### config.mk
export PLATFORM = sky130hd
export DESIGN_NAME = csp_core_support
export DESIGN_NICKNAME = d
export VERILOG_FILES = /design/src/rtl/csp_stack.v /design/src/rtl/csp_core_support.v
export VERILOG_INCLUDE_DIRS = /design/src /design/src/shared
export SDC_FILE = /design/constraint.sdc
export NUM_CORES = 1
export LEC_CHECK = 0
export ABC_AREA = 1
export BUFFER_PORTS_ARGS = -buffer_cell sky130_fd_sc_hd__buf_2
export CAP_MARGIN = 40
export CORE_MARGIN = 4
export CORE_UTILIZATION = 60
export CTS_CLUSTER_SIZE = 40
export DETAILED_ROUTE_END_ITERATION = 10
export PLACE_DENSITY = 0.83
export SYNTH_ARGS = -nofsm -noshare
export SYNTH_HDL_FRONTEND = slang
export SYNTH_SLANG_ARGS = --single-unit
### constraint.sdc
create_clock -name clk -period 17.37 [get_ports clk]
set_input_delay 0.8685 -clock clk [delete_from_list [all_inputs] [get_ports clk]]
set_output_delay 0.8685 -clock clk [all_outputs]
set_load 0.05 [all_outputs]
### src/shared/csp_defines.vh
`ifndef CSP_DEFINES_VH
`define CSP_DEFINES_VH
`define CSP_STK_DEPTH 16
`define CSP_STK_AW 4
`define CSP_STK_W 15
`define CSP_PTR_W 16
`define CSP_PM_BASE 16'h8000
`define CSP_LIN_BASE 16'h2000
`define CSP_LIN_TOP 16'h29af
`define CSP_BANK_GPR 8'h50
`define CSP_BANK_OFS 7'h20
`define CSP_RCS_OVF 1
`define CSP_RCS_UNF 0
`define CSP_RCS_MASK 8'h03
`endif

### src/rtl/csp_stack.v
`timescale 1ns/1ps
`default_nettype none
`include "csp_defines.vh"
module csp_stack (
    input wire clk,
    input wire rst,
    input wire push,
    input wire pop,
    input wire [`CSP_STK_W-1:0] push_addr,
    output wire [`CSP_STK_W-1:0] top_addr,
    output reg ovf_r,
    output reg unf_r
);
    // ===============================
    // storage, flip-flops indexed by pointer
    reg [`CSP_STK_W-1:0] mem_r [0:`CSP_STK_DEPTH-1];
    reg [`CSP_STK_AW:0] cnt_r;
    wire full = (cnt_r == `CSP_STK_DEPTH);
    wire empty = (cnt_r == 5'h00);
    wire [`CSP_STK_AW-1:0] top_idx = cnt_r[`CSP_STK_AW-1:0] - 4'h1;
    assign top_addr = empty ? 15'h0000 : mem_r[top_idx];
    genvar i;
    generate
        for (i = 0; i < `CSP_STK_DEPTH; i = i + 1) begin : g_ent
            always @(posedge clk or posedge rst) begin
                if (rst)
                    mem_r[i] <= 15'h0000;
                else if (push && !pop && !full && cnt_r[`CSP_STK_AW-1:0] == i)
                    mem_r[i] <= push_addr;
            end
        end
    endgenerate
    always @(posedge clk or posedge rst) begin
        if (rst) begin
            cnt_r <= 5'h00;
            ovf_r <= 1'b0;
            unf_r <= 1'b0;
        end else begin
            // overflowing push is dropped, stack contents kept
            ovf_r <= push && !pop && full;
            unf_r <= pop && !push && empty;
            if (push && !pop && !full)
                cnt_r <= cnt_r + 5'h01;
            else if (pop && !push && !empty)
                cnt_r <= cnt_r - 5'h01;
        end
    end
endmodule // csp_stack
`default_nettype wire

### src/rtl/csp_core_support.v
`timescale 1ns/1ps
`default_nettype none
`include "csp_defines.vh"
// Contract
// sixteen-entry fifteen-bit hardware return stack
// overflow/underflow set reset-cause flags
// enabled stack error forces software reset
// two sixteen-bit unified indirect pointers
// program-memory indirect access adds one cycle
// shadow save on interrupt, restore on return
// linear view of general-purpose memory
// unimplemented bits read zero, writes ignored
// overflow on full push, underflow empty pop
module csp_core_support (
    input wire clk,
    input wire rst,
    input wire call_push,
    input wire ret_pop,
    input wire [14:0] call_addr,
    output reg [14:0] ret_addr_r,
    input wire stack_err_rst_en,
    input wire rcs_wr,
    input wire [7:0] rcs_wdata,
    output reg [7:0] reset_cause_status_r,
    output reg soft_reset_r,
    input wire ptr_wr,
    input wire ptr_sel,
    input wire [15:0] ptr_wdata,
    input wire ptr_inc,
    output reg [15:0] indirect_pointer0_r,
    output reg [15:0] indirect_pointer1_r,
    input wire ind_req,
    input wire ind_ptr_sel,
    output reg ind_stall_r,
    output reg ind_pm_r,
    output reg [14:0] ind_addr_r,
    input wire irq_enter,
    input wire irq_return,
    input wire [7:0] ctx_w,
    input wire [7:0] ctx_status,
    input wire [7:0] ctx_bsr,
    output reg [7:0] shd_w_r,
    output reg [7:0] shd_status_r,
    output reg [7:0] shd_bsr_r,
    output reg ctx_restore_r
);
    // ===============================
    // return stack
    wire [14:0] top_addr;
    wire ovf;
    wire unf;
    csp_stack u_stack (
        .clk(clk),
        .rst(rst),
        .push(call_push),
        .pop(ret_pop),
        .push_addr(call_addr),
        .top_addr(top_addr),
        .ovf_r(ovf),
        .unf_r(unf)
    );
    // ===============================
    // stack error events
    // flags land one cycle after the offending push or pop
    wire stack_overflow_flag = ovf;
    wire stack_underflow_flag = unf;
    wire stack_error = stack_overflow_flag || stack_underflow_flag;
    // ===============================
    // return address
    always @(posedge clk or posedge rst) begin
        if (rst) begin
            ret_addr_r <= 15'h0000;
        end else if (ret_pop) begin
            // empty pop hands back zero, never stale data
            ret_addr_r <= top_addr;
        end
    end
    // ===============================
    // reset-cause status next value
    reg [7:0] rcs_set;
    reg [7:0] rcs_kept;
    reg [7:0] reset_cause_status_nxt;
    always @* begin
        rcs_set = 8'h00;
        rcs_set[`CSP_RCS_OVF] = stack_overflow_flag;
        rcs_set[`CSP_RCS_UNF] = stack_underflow_flag;
        if (rcs_wr)
            rcs_kept = rcs_wdata;
        else
            rcs_kept = reset_cause_status_r;
        // set wins over a software clear in the same cycle
        reset_cause_status_nxt = (rcs_kept | rcs_set) & `CSP_RCS_MASK;
    end
    // ===============================
    // reset-cause status and soft reset
    always @(posedge clk or posedge rst) begin
        if (rst) begin
            reset_cause_status_r <= 8'h00;
            soft_reset_r <= 1'b0;
        end else begin
            reset_cause_status_r <= reset_cause_status_nxt;
            // one-cycle request; the reset controller stretches it
            soft_reset_r <= stack_err_rst_en && stack_error;
        end
    end
    // ===============================
    // indirect pointers
    wire [15:0] sel_ptr = ind_ptr_sel ? indirect_pointer1_r : indirect_pointer0_r;
    // ===============================
    // pointer space decode
    wire [15:0] pm_base = `CSP_PM_BASE;
    wire [15:0] lin_base = `CSP_LIN_BASE;
    wire [15:0] lin_top = `CSP_LIN_TOP;
    wire is_pm = sel_ptr >= pm_base;
    wire is_lin = sel_ptr >= lin_base && sel_ptr <= lin_top;
    wire [15:0] bank_size = {8'h00, `CSP_BANK_GPR};
    wire [15:0] bank_ofs = {9'h000, `CSP_BANK_OFS};
    wire [15:0] lin_ofs = sel_ptr - lin_base;
    // constant divide; cheap at this width
    wire [15:0] lin_bank = lin_ofs / bank_size;
    wire [15:0] lin_low = lin_ofs - lin_bank * bank_size;
    wire [15:0] lin_phys = {lin_bank[8:0], 7'h00} + lin_low + bank_ofs;
    // ===============================
    // pointer registers, a write wins over an increment
    reg [15:0] indirect_pointer0_nxt;
    reg [15:0] indirect_pointer1_nxt;
    always @* begin
        indirect_pointer0_nxt = indirect_pointer0_r;
        indirect_pointer1_nxt = indirect_pointer1_r;
        if (ptr_wr) begin
            if (ptr_sel)
                indirect_pointer1_nxt = ptr_wdata;
            else
                indirect_pointer0_nxt = ptr_wdata;
        end else if (ptr_inc) begin
            if (ptr_sel)
                indirect_pointer1_nxt = indirect_pointer1_r + 16'h0001;
            else
                indirect_pointer0_nxt = indirect_pointer0_r + 16'h0001;
        end
    end
    always @(posedge clk or posedge rst) begin
        if (rst) begin
            indirect_pointer0_r <= 16'h0000;
            indirect_pointer1_r <= 16'h0000;
        end else begin
            indirect_pointer0_r <= indirect_pointer0_nxt;
            indirect_pointer1_r <= indirect_pointer1_nxt;
        end
    end
    // ===============================
    // indirect access sequencer, one-hot
    localparam [1:0] IND_RUN = 2'b01;
    localparam [1:0] IND_FETCH = 2'b10;
    reg [1:0] ind_state_r;
    reg [1:0] ind_state_nxt;
    reg [14:0] ind_addr_nxt;
    wire pm_access = ind_req && is_pm;
    always @* begin
        ind_state_nxt = IND_RUN;
        case (ind_state_r)
            IND_RUN: begin
                // program memory word needs a second cycle
                if (pm_access)
                    ind_state_nxt = IND_FETCH;
                else
                    ind_state_nxt = IND_RUN;
            end
            IND_FETCH: begin
                // one extra cycle only, even with the request held
                ind_state_nxt = IND_RUN;
            end
            default: begin
                ind_state_nxt = IND_RUN;
            end
        endcase
    end
    wire ind_fetch_next = (ind_state_nxt == IND_FETCH);
    always @* begin
        ind_addr_nxt = ind_addr_r;
        if (ind_req) begin
            if (is_pm)
                ind_addr_nxt = sel_ptr[14:0];
            else if (is_lin)
                ind_addr_nxt = lin_phys[14:0];
            else
                ind_addr_nxt = sel_ptr[14:0];
        end
    end
    always @(posedge clk or posedge rst) begin
        if (rst) begin
            ind_state_r <= IND_RUN;
            ind_stall_r <= 1'b0;
            ind_pm_r <= 1'b0;
            ind_addr_r <= 15'h0000;
        end else begin
            ind_state_r <= ind_state_nxt;
            ind_stall_r <= ind_fetch_next;
            ind_pm_r <= pm_access;
            ind_addr_r <= ind_addr_nxt;
        end
    end
    // ===============================
    // interrupt context shadows
    // a nested entry overwrites the saved context
    always @(posedge clk or posedge rst) begin
        if (rst) begin
            shd_w_r <= 8'h00;
            shd_status_r <= 8'h00;
            shd_bsr_r <= 8'h00;
        end else if (irq_enter) begin
            shd_w_r <= ctx_w;
            shd_status_r <= ctx_status;
            shd_bsr_r <= ctx_bsr;
        end
    end
    // ===============================
    // restore strobe, shadows go back while high
    always @(posedge clk or posedge rst) begin
        if (rst) begin
            ctx_restore_r <= 1'b0;
        end else begin
            ctx_restore_r <= irq_return;
        end
    end
endmodule // csp_core_support
`default_nettype wire

==> run_results.csv, run 1 <==
group,metric,value,unit
clocking,post_cts_buffers,0,
floorplan,die_w,191,µm
clocking,clock_sinks,340,
critical_path,arrival,14.06,ns
job,drv_cap,0,
timing,hold_ws,0.284,ns
global_routing,grt_pass1_wl,91800,µm
floorplan,fp-row-count,66,
detailed_routing,viasPerCell,5.97,
floorplan,core-area,0.0328,mm²
timing,fin_tns_setup,0,ns
floorplan,fp.dieH,191,µm
detailed_routing,dr.pass1.iters,8,
cells_and_area,fillers,2617,
synthesis,ys_top_cells_by_area,"dfrtp_1 42%, nand2_1 14%, o21ai_0 7.8%, a21oi_1 4.2%, inv_1 3.4%",
detailed_routing,drt-total-wl,56700,µm
floorplan,die_area,0.0366,mm²
detailed_routing,wire_per_inst,17.7,µm
synthesis,syn_area_per_cell,7.65,µm²
critical_path,critPathMaxStageDelay,0.63,ns
synthesis,ys_types,56,
clocking,cts_root_buffer,"clkbuf_16",
timing,grt_setup_unrepaired,"false",
synthesis,synth_edf_count,0,
cells_and_area,area_growth,11.9,%
placed_design,io_buffer_count,161,
cells_and_area,multi_input_area,0.0103,mm²
critical_path,end_kind,"flip-flop",
timing,finalClockSkew,0.0236,ns
floorplan,io_pins,174,
critical_path,r2r_slack,4.10,ns
timing,tightest_slew,0.895,ns
synthesis,yosys.cell_count.top_type,"nand2_1",
detailed_routing,ant_nets,0,
cells_and_area,regArea,0.00851,mm²
synthesis,ys.flop_type,"dfrtp_1",
placed_design,dpl_worst_slack,3.38,ns
critical_path,cp-start-kind,"input port",
outcome,outcome,"completed",
clocking,cts_hold_buffers,0,
synthesis,async_reset_ff_frac,1.00,
critical_path,crit_top_cell,"nand2_1",
clocking,clkLatencyLatePin,0.53,ns
timing,relSlewSlack,0.403,
critical_path,worstReg2RegEnd,"ind_addr_r[14]",
synthesis,synth_top_area_frac,0.421,
global_routing,grt.overflow.total,0,
detailed_routing,drc,0,
floorplan,start_util,0.614,
cells_and_area,final_util,0.688,
synthesis,netlist_area,0.0201,mm²
cells_and_area,finalNetCount,2854,
clocking,cts_resized,0,
critical_path,critical_path_class,"in2reg",
critical_path,cp_max_fo,33,
synthesis,yosysTopAreaCell,"dfrtp_1",
critical_path,r2r_cells,79,
critical_path,required,17.75,ns
critical_path,crit_buf_inv,9,
clocking,cts-htree-levels,2,
placed_design,finalWeightedCongestion,0.922,
synthesis,syn_inst,2633,
synthesis,ys_seq_elements,340,
synthesis,yosys_warnings,0,
clocking,cts_buffers,38,
global_routing,grtUsageTotal,0.305,
timing,period_needed,13.68,ns
cells_and_area,drive_gt1_frac,0.153,
critical_path,timing.rr.start,"indirect_pointer1_r[2]",
timing,maxSlewViolCount,0,
critical_path,crit_slowest_cell,"nor2_1",
clocking,clk_path_buf_depth,3,
synthesis,yosys-top-cells-count,"744 x nand2_1, 339 x dfrtp_1, 315 x o21ai_0",
timing,finalSetupViolCount,0,
clocking,cts_tree,"built",
global_routing,grt_pass1_vias,18376,
detailed_routing,drt_iter0_drc,1981,
detailed_routing,via_count,19073,
timing,hold_viol,0,
timing,period_share,0.788,
clocking,cts.clk_slew.worst_paths,0.06,ns
global_routing,grt_max_degree,116,
critical_path,crit_family,"simple AND/OR/NAND/NOR gates",
hold_path,hp-class,"in2async",
global_routing,antenna_found_initial,1,
timing,fmax,0.0731,GHz
timing,postLayoutSetupSlackWorst,3.69,ns
synthesis,seq_area_frac_synth,0.423,
placed_design,dp.final_hpwl,36800,µm
==> metrics by stage <==
step | std cells | cell area [µm²]
3_3_place_gp | 3116 | 21100
6_report | 3194 | 22500
3_5_place_dp | 3124 | 21300
5_1_grt | 3194 | 22500
4_1_cts | 3192 | 22500
2_1_floorplan | 2638 | 20200
==> cells by family (layout without fill, tap and decap cells) <==
| logic type | count (synthesis) | after routing | synth area share |
|---|---|---|---|
| other | 1 | 7 | 0.000186 |
| muxes | 24 | 24 | 0.0134 |
| adders and majority gates | 55 | 55 | 0.0375 |
| xor gates and xnor gates | 53 | 53 | 0.0238 |
| DFF | 340 | 340 | 0.423 |
| AOI/OAI and AO/OA | 619 | 619 | 0.171 |
| buffers and inverters | 359 | 472 | 0.0708 |
| and+or+nand+nor | 1182 | 1182 | 0.260 |
==> worst max-delay path by stage <==
stage | endpoint | cells past startpoint | slack [ns] | from
after floorplan | ind_addr_r[14] | 85 | 6.32 | ind_ptr_sel
after global placement | ind_addr_r[14] | 77 | 3.37 | ind_ptr_sel
after detailed placement | ind_addr_r[14] | 79 | 3.38 | ind_ptr_sel
after CTS | ind_addr_r[14] | 79 | 3.89 | ind_ptr_sel
after global routing | ind_addr_r[14] | 81 | 2.61 | ind_ptr_sel
final | ind_addr_r[14] | 79 | 3.69 | ind_ptr_sel
==> cell usage in the layout (no fill, tap or decap), types with 36 or more instances in the layout <==
master,count
buf_2,162
clkbuf_16,39
inv_1,181
nand3_1,137
nand2_2,45
o21ai_0,315
nand2_1,744
dfrtp_1,338
xor2_1,36
a21oi_1,169
ha_1,46
nand4_1,48
nor2_1,124
==> worst reg2reg max path, delay by kind of cell (launching register included) <==
kind | cells | cell delay [ns]
AND/OR/NAND/NOR | 52 | 7.78
adder cells (fa/ha/maj) | 6 | 1.79
AO/OA/AOI/OAI | 8 | 1.32
buffers and inverters | 9 | 0.97
XOR/XNOR | 4 | 0.82
flip-flops | 1 | 0.43
==> metal layers <==
layer  part of all wire  global-route usage
met3              0.084              0.0482
met2               0.48               0.505
met1               0.40               0.402
met4              0.038               0.129
met5                  0                   0
==> cell type report <==
type / instances / share of cell area
tap: 442 / 0.0245
multi-input combinational: 1939 / 0.455
clock buffer: 58 / 0.0518
antenna: 1 / 0.000111
inverter: 209 / 0.0353
timing repair buffer: 195 / 0.0509
sequential: 340 / 0.378
clock inverter: 10 / 0.00494
==> registers in the layout, indices dropped and copies added, names as in the netlist, 2 cells and up <==
| signal | flops |
|---|---|
| shd_status_r | 8 |
| reset_cause_status_r | 2 |
| indirect_pointer0_r | 16 |
| shd_w_r | 8 |
| ind_addr_r | 15 |
| indirect_pointer1_r | 16 |
| u_stack.cnt_r | 5 |
| u_stack.mem_r | 240 |
| ret_addr_r | 15 |
| shd_bsr_r | 8 |
Power of run 1 is left out: the tool's default activity adds up to more than one toggle a clock period on the data nets, which glitch-free logic cannot reach.
==> run 2: changes to the inputs <==
Clock period 17.37 ns to 12.95 ns, I/O delays scaled along.
==> run 2 against run 1 <==
Net effect: clock skew up 0.0042 ns; die area unchanged; register-to-register slack worse by 3.0 ns; cell count up 0.19%; first-iteration DRC count down 4.2%; critical endpoint unchanged.
==> run_results.csv, run 2 (synthesized netlist as in run 1, its figures left out) <==
group,metric,value,unit
outcome,outcome,"completed",
detailed_routing,wire_per_inst,17.7,µm
clocking,clk_path_buf_depth,3,
global_routing,grt_use_met2,0.507,
floorplan,die_w,191,µm
critical_path,r2r_cells,80,
floorplan,start_util,0.614,
critical_path,cp_max_fo,16,
detailed_routing,dr.pass1.iters,8,
timing,finalClockSkew,0.0277,ns
placed_design,dp.final_hpwl,37100,µm
critical_path,r2r_slack,1.10,ns
floorplan,fp-row-count,66,
clocking,cts_buffers,37,
critical_path,crit_buf_inv,8,
placed_design,io_buffer_count,161,
timing,finalSetupViolCount,0,
job,drv_cap,0,
floorplan,die_area,0.0366,mm²
clocking,clock_sinks,340,
cells_and_area,largest_register_ff_count,240,
clocking,post_cts_buffers,0,
timing,period_share,0.915,
cells_and_area,drive_gt1_frac,0.155,
hold_path,hold_end,"ctx_restore_r",
detailed_routing,via_count,19119,
hold_path,holdPathStages,1,
global_routing,grtUsageTotal,0.309,
clocking,cts_root_buffer,"clkbuf_16",
global_routing,grt_use_met1,0.410,
critical_path,cp.depth,80,
timing,relSlewSlack,0.387,
cells_and_area,regMostFlops,"u_stack.mem_r",
critical_path,critical_path_class,"reg2reg",
timing,period_needed,11.85,ns
global_routing,antenna_found_initial,2,
critical_path,required,13.34,ns
floorplan,core-area,0.0328,mm²
timing,fin_tns_setup,0,ns
global_routing,grt_max_degree,129,
clocking,cts-htree-levels,2,
critical_path,arrival,12.24,ns
cells_and_area,mostFrequentLayoutCells,"744 x nand2_1, 338 x dfrtp_1, 312 x o21ai_0, 180 x inv_1, 169 x a21oi_1",
timing,hold_viol,0,
global_routing,use_met3,0.0489,
cells_and_area,layout_commonest_cell,"nand2_1",
hold_path,hp-class,"in2reg",
critical_path,worstReg2RegEnd,"ind_addr_r[14]",
critical_path,crit_slowest_cell,"fa_1",
critical_path,end_kind,"flip-flop",
cells_and_area,fillers,2623,
cells_and_area,area_growth,12.6,%
critical_path,crit_top_cell,"nand2_1",
global_routing,grt_pass1_vias,18561,
timing,fmax,0.0844,GHz
clocking,cts.clk_slew.worst_paths,0.06,ns
detailed_routing,ant_nets,0,
timing,grt_setup_unrepaired,"false",
timing,maxSlewViolCount,0,
detailed_routing,viasPerCell,5.97,
clocking,cts_tree,"built",
hold_path,hp-start,"irq_return",
clocking,clkLatencyLatePin,0.54,ns
global_routing,grt_pass1_wl,92800,µm
cells_and_area,finalNetCount,2858,
cells_and_area,reg_top3,"u_stack.mem_r: 240 flops, indirect_pointer0_r: 16 flops, indirect_pointer1_r: 16 flops",
global_routing,busiest_layer,"met2",
critical_path,cp-start-kind,"flip-flop",
critical_path,timing.rr.start,"indirect_pointer1_r[2]",
floorplan,fp.dieH,191,µm
detailed_routing,drt-total-wl,56600,µm
floorplan,io_pins,174,
critical_path,critPathMaxStageDelay,0.47,ns
timing,tightest_slew,0.917,ns
critical_path,crit_family,"simple AND/OR/NAND/NOR gates",
global_routing,grt.overflow.total,0,
detailed_routing,drc,0,
placed_design,finalWeightedCongestion,0.938,
detailed_routing,drt_iter0_drc,1898,
==> run 2: worst register-to-register path, delay by kind of cell, from the launching register on <==
| kind | cells | cell delay, ns |
|---|---|---|
| compound gates | 8 | 1.22 |
| xor+xnor | 3 | 0.47 |
| fa+ha+maj | 6 | 1.75 |
| buf+inv | 8 | 0.49 |
| flops | 1 | 0.43 |
| simple gates | 55 | 7.30 |
==> run 2: stage by stage <==
step                      setup slack [ns]  std cells  instance area, µm²  utilization  hold WS (ns)
after detailed placement             0.285       3129               21300        0.651         0.440
after global placement               0.608       3120               21100        0.645         0.428
after floorplan                       2.12       2638               20200            -         0.432
after CTS                            0.731       3198               22600        0.691         0.211
final                                 1.10       3200               22700        0.692         0.238
after global routing                0.0400       3200               22700        0.692         0.220
==> run 2: area by class of cell <==
type / count / area (µm²) / area share
clock buffer: 55 / 1090 / 0.0483
multi-input combinational: 1939 / 10300 / 0.454
sequential: 340 / 8510 / 0.375
tap: 442 / 553 / 0.0244
inverter: 209 / 796 / 0.0351
antenna: 2 / 5.00 / 0.000221
clock inverter: 13 / 206 / 0.00910
timing repair buffer: 200 / 1220 / 0.0538
==> run 2: worst max-delay path by stage <==
stage                           endpoint  slack (ns)              startpoint
after floorplan           ind_addr_r[14]        2.12             ind_ptr_sel
after global placement    ind_addr_r[14]        0.61             ind_ptr_sel
after detailed placement  ind_addr_r[14]        0.28             ind_ptr_sel
after CTS                 ind_addr_r[14]        0.73  indirect_pointer0_r[2]
after global routing      ind_addr_r[14]        0.04  indirect_pointer1_r[2]
final                     ind_addr_r[14]        1.10  indirect_pointer1_r[2]
==> run 2: metal layers <==
metal	vias up	routed length, µm	part of all wire
met3	168	4580	0.081
met2	920	27200	0.48
li1	8937	-	-
met1	9094	22600	0.40
met4	0	2200	0.039
met5	-	0	0
==> run 2: timing repair <==
| action | 4_1_cts | 5_1_grt |
|---|---|---|
| hold buffers | 1 | 0 |
| endpoints found under the setup margin | 0 | 4 |
| resized for setup | 0 | 11 |
| endpoints found under the hold margin | 7 | 0 |
Power of run 2 is left out for the same reason.
==> run 3: changes to the inputs <==
Settings changed: CORE_UTILIZATION 60 to 50, PLACE_DENSITY 0.83 to 0.72.
==> run 3 against run 2 <==
Net effect: fmax grew 1.0%; worst hold slack worse by 0.10 ns; highest routed layer is now met5; global-route usage down 5.8 points; critical path depth is 3 lower; die area grew 19%.
==> run_results.csv, run 3 (synthesized netlist as in run 1, its figures left out) <==
group,metric,value,unit
global_routing,grtUsageTotal,0.251,
timing,fmax,0.0853,GHz
detailed_routing,drt-total-wl,55800,µm
cells_and_area,diodes,0,
timing,period_needed,11.73,ns
clocking,clkLatencyLatePin,0.55,ns
cells_and_area,stdcell_count,3278,
global_routing,grt_max_degree,195,
job,drv_cap,0,
timing,tightest_slew,1.07,ns
critical_path,required,13.41,ns
critical_path,arrival,12.19,ns
outcome,outcome,"completed",
timing,relSlewSlack,0.285,
floorplan,start_util,0.506,
floorplan,die_area,0.0436,mm²
clocking,clk_path_buf_depth,3,
detailed_routing,drc,0,
critical_path,cp_max_fo,16,
detailed_routing,ant_nets,0,
detailed_routing,via_count,18510,
timing,finalSetupViolCount,0,
cells_and_area,regMostFlops,"u_stack.mem_r",
cells_and_area,largest_register_ff_count,240,
cells_and_area,layout_commonest_cell,"nand2_1",
placed_design,dp.final_hpwl,36500,µm
clocking,cts_root_buffer,"clkbuf_16",
clocking,post_cts_buffers,0,
critical_path,end_kind,"flip-flop",
global_routing,grt_pass1_vias,17561,
clocking,cts_tree,"built",
floorplan,fp-row-count,73,
timing,hold_viol,0,
timing,maxSlewViolCount,0,
cells_and_area,reg_top3,"u_stack.mem_r: 240 flops, indirect_pointer0_r: 16 flops, indirect_pointer1_r: 16 flops",
placed_design,dpl_worst_slack,0.242,ns
timing,period_share,0.906,
detailed_routing,dr.pass1.iters,6,
cells_and_area,finalNetCount,2854,
critical_path,critPathMaxStageDelay,0.57,ns
floorplan,io_pins,174,
clocking,cts-htree-levels,2,
hold_path,hp-class,"in2async",
clocking,cts_hold_buffers,0,
cells_and_area,final_util,0.571,
cells_and_area,drive_gt1_frac,0.155,
timing,fin_tns_setup,0,ns
critical_path,crit_slowest_cell,"o21ai_0",
critical_path,critical_path_class,"reg2reg",
critical_path,crit_top_cell,"nand2_1",
cells_and_area,area_growth,12.8,%
placed_design,io_buffer_count,161,
detailed_routing,wire_per_inst,17.0,µm
floorplan,die_w,209,µm
global_routing,grt.overflow.total,0,
floorplan,core-area,0.0398,mm²
global_routing,grt_pass1_wl,91500,µm
clocking,cts.clk_slew.worst_paths,0.06,ns
timing,postLayoutSetupSlackWorst,1.22,ns
clocking,cts_buffers,39,
timing,finalClockSkew,0.0201,ns
detailed_routing,viasPerCell,5.65,
placed_design,finalWeightedCongestion,0.905,
cells_and_area,fillers,3713,
global_routing,antenna_found_initial,1,
placed_design,dp_cells,3207,
cells_and_area,mostFrequentLayoutCells,"744 x nand2_1, 338 x dfrtp_1, 313 x o21ai_0, 180 x inv_1, 169 x a21oi_1",
critical_path,cp-start-kind,"flip-flop",
floorplan,fp.dieH,209,µm
detailed_routing,drt_iter0_drc,1704,
clocking,clock_sinks,340,
run 3: cell types whose count changed in the layout (fill, tap and decap cells not counted), moves of 2 or more:
cell / change
clkbuf_8: +2
buf_16: -4
clkbuf_1: -2
diode_2: -2
nand2_8: +2
clkinv_2: +2
run 3: per-layer routing:
| layer | part of all wire | global-route usage | up-vias |
|---|---|---|---|
| met5 | 0.00022 | 0 | - |
| met4 | 0.028 | 0.0801 | 2 |
| met3 | 0.077 | 0.0546 | 110 |
| met2 | 0.44 | 0.381 | 643 |
| met1 | 0.45 | 0.363 | 8828 |
| li1 | - | - | 8927 |
run 3: repair_timing:
action,CTS,global route
endpoints found under the setup margin,0,4
endpoints found under the hold margin,0,0
gates resized for setup,0,13
run 3: final timing paths:
path	start	to	slack [ns]	depth (start not counted)
max in group asynchronous	rst	u_stack.mem_r[160]	10.80	5
min	rst	shd_bsr_r[4]	0.13	2
min reg2reg	ind_stall_r	ind_stall_r	0.45	1
max reg2reg	indirect_pointer0_r[14]	ind_addr_r[14]	1.22	77
min in group clk	irq_return	ctx_restore_r	0.21	1
max	indirect_pointer0_r[14]	ind_addr_r[14]	1.22	77
run 3: area by class of cell:
| cell class | count | area (µm²) | share of cell area |
|---|---|---|---|
| inverter | 209 | 796 | 0.0350 |
| timing repair buffer | 194 | 1090 | 0.0481 |
| multi-input combinational | 1939 | 10300 | 0.454 |
| sequential | 340 | 8510 | 0.375 |
| clock buffer | 56 | 1140 | 0.0502 |
| clock inverter | 15 | 213 | 0.00936 |
| tap | 525 | 657 | 0.0289 |
run 3: metrics by stage:
stage / hold slack, ns / instance area, µm²
floorplan: 0.432 / 20200
global placement: 0.443 / 21300
detailed placement: 0.445 / 21300
CTS: 0.168 / 22700
global route: 0.175 / 22700
finish: 0.135 / 22700
run 3: worst max-delay path, delay by kind of cell, from the launching register on:
kind / cells / cell delay, ns
AOI/OAI and AO/OA: 8 / 1.68
xor gates and xnor gates: 4 / 0.74
adders and majority gates: 6 / 1.81
buffers and inverters: 9 / 0.53
DFF: 1 / 0.45
and+or+nand+nor: 50 / 6.38
Power of run 3 is left out for the same reason.
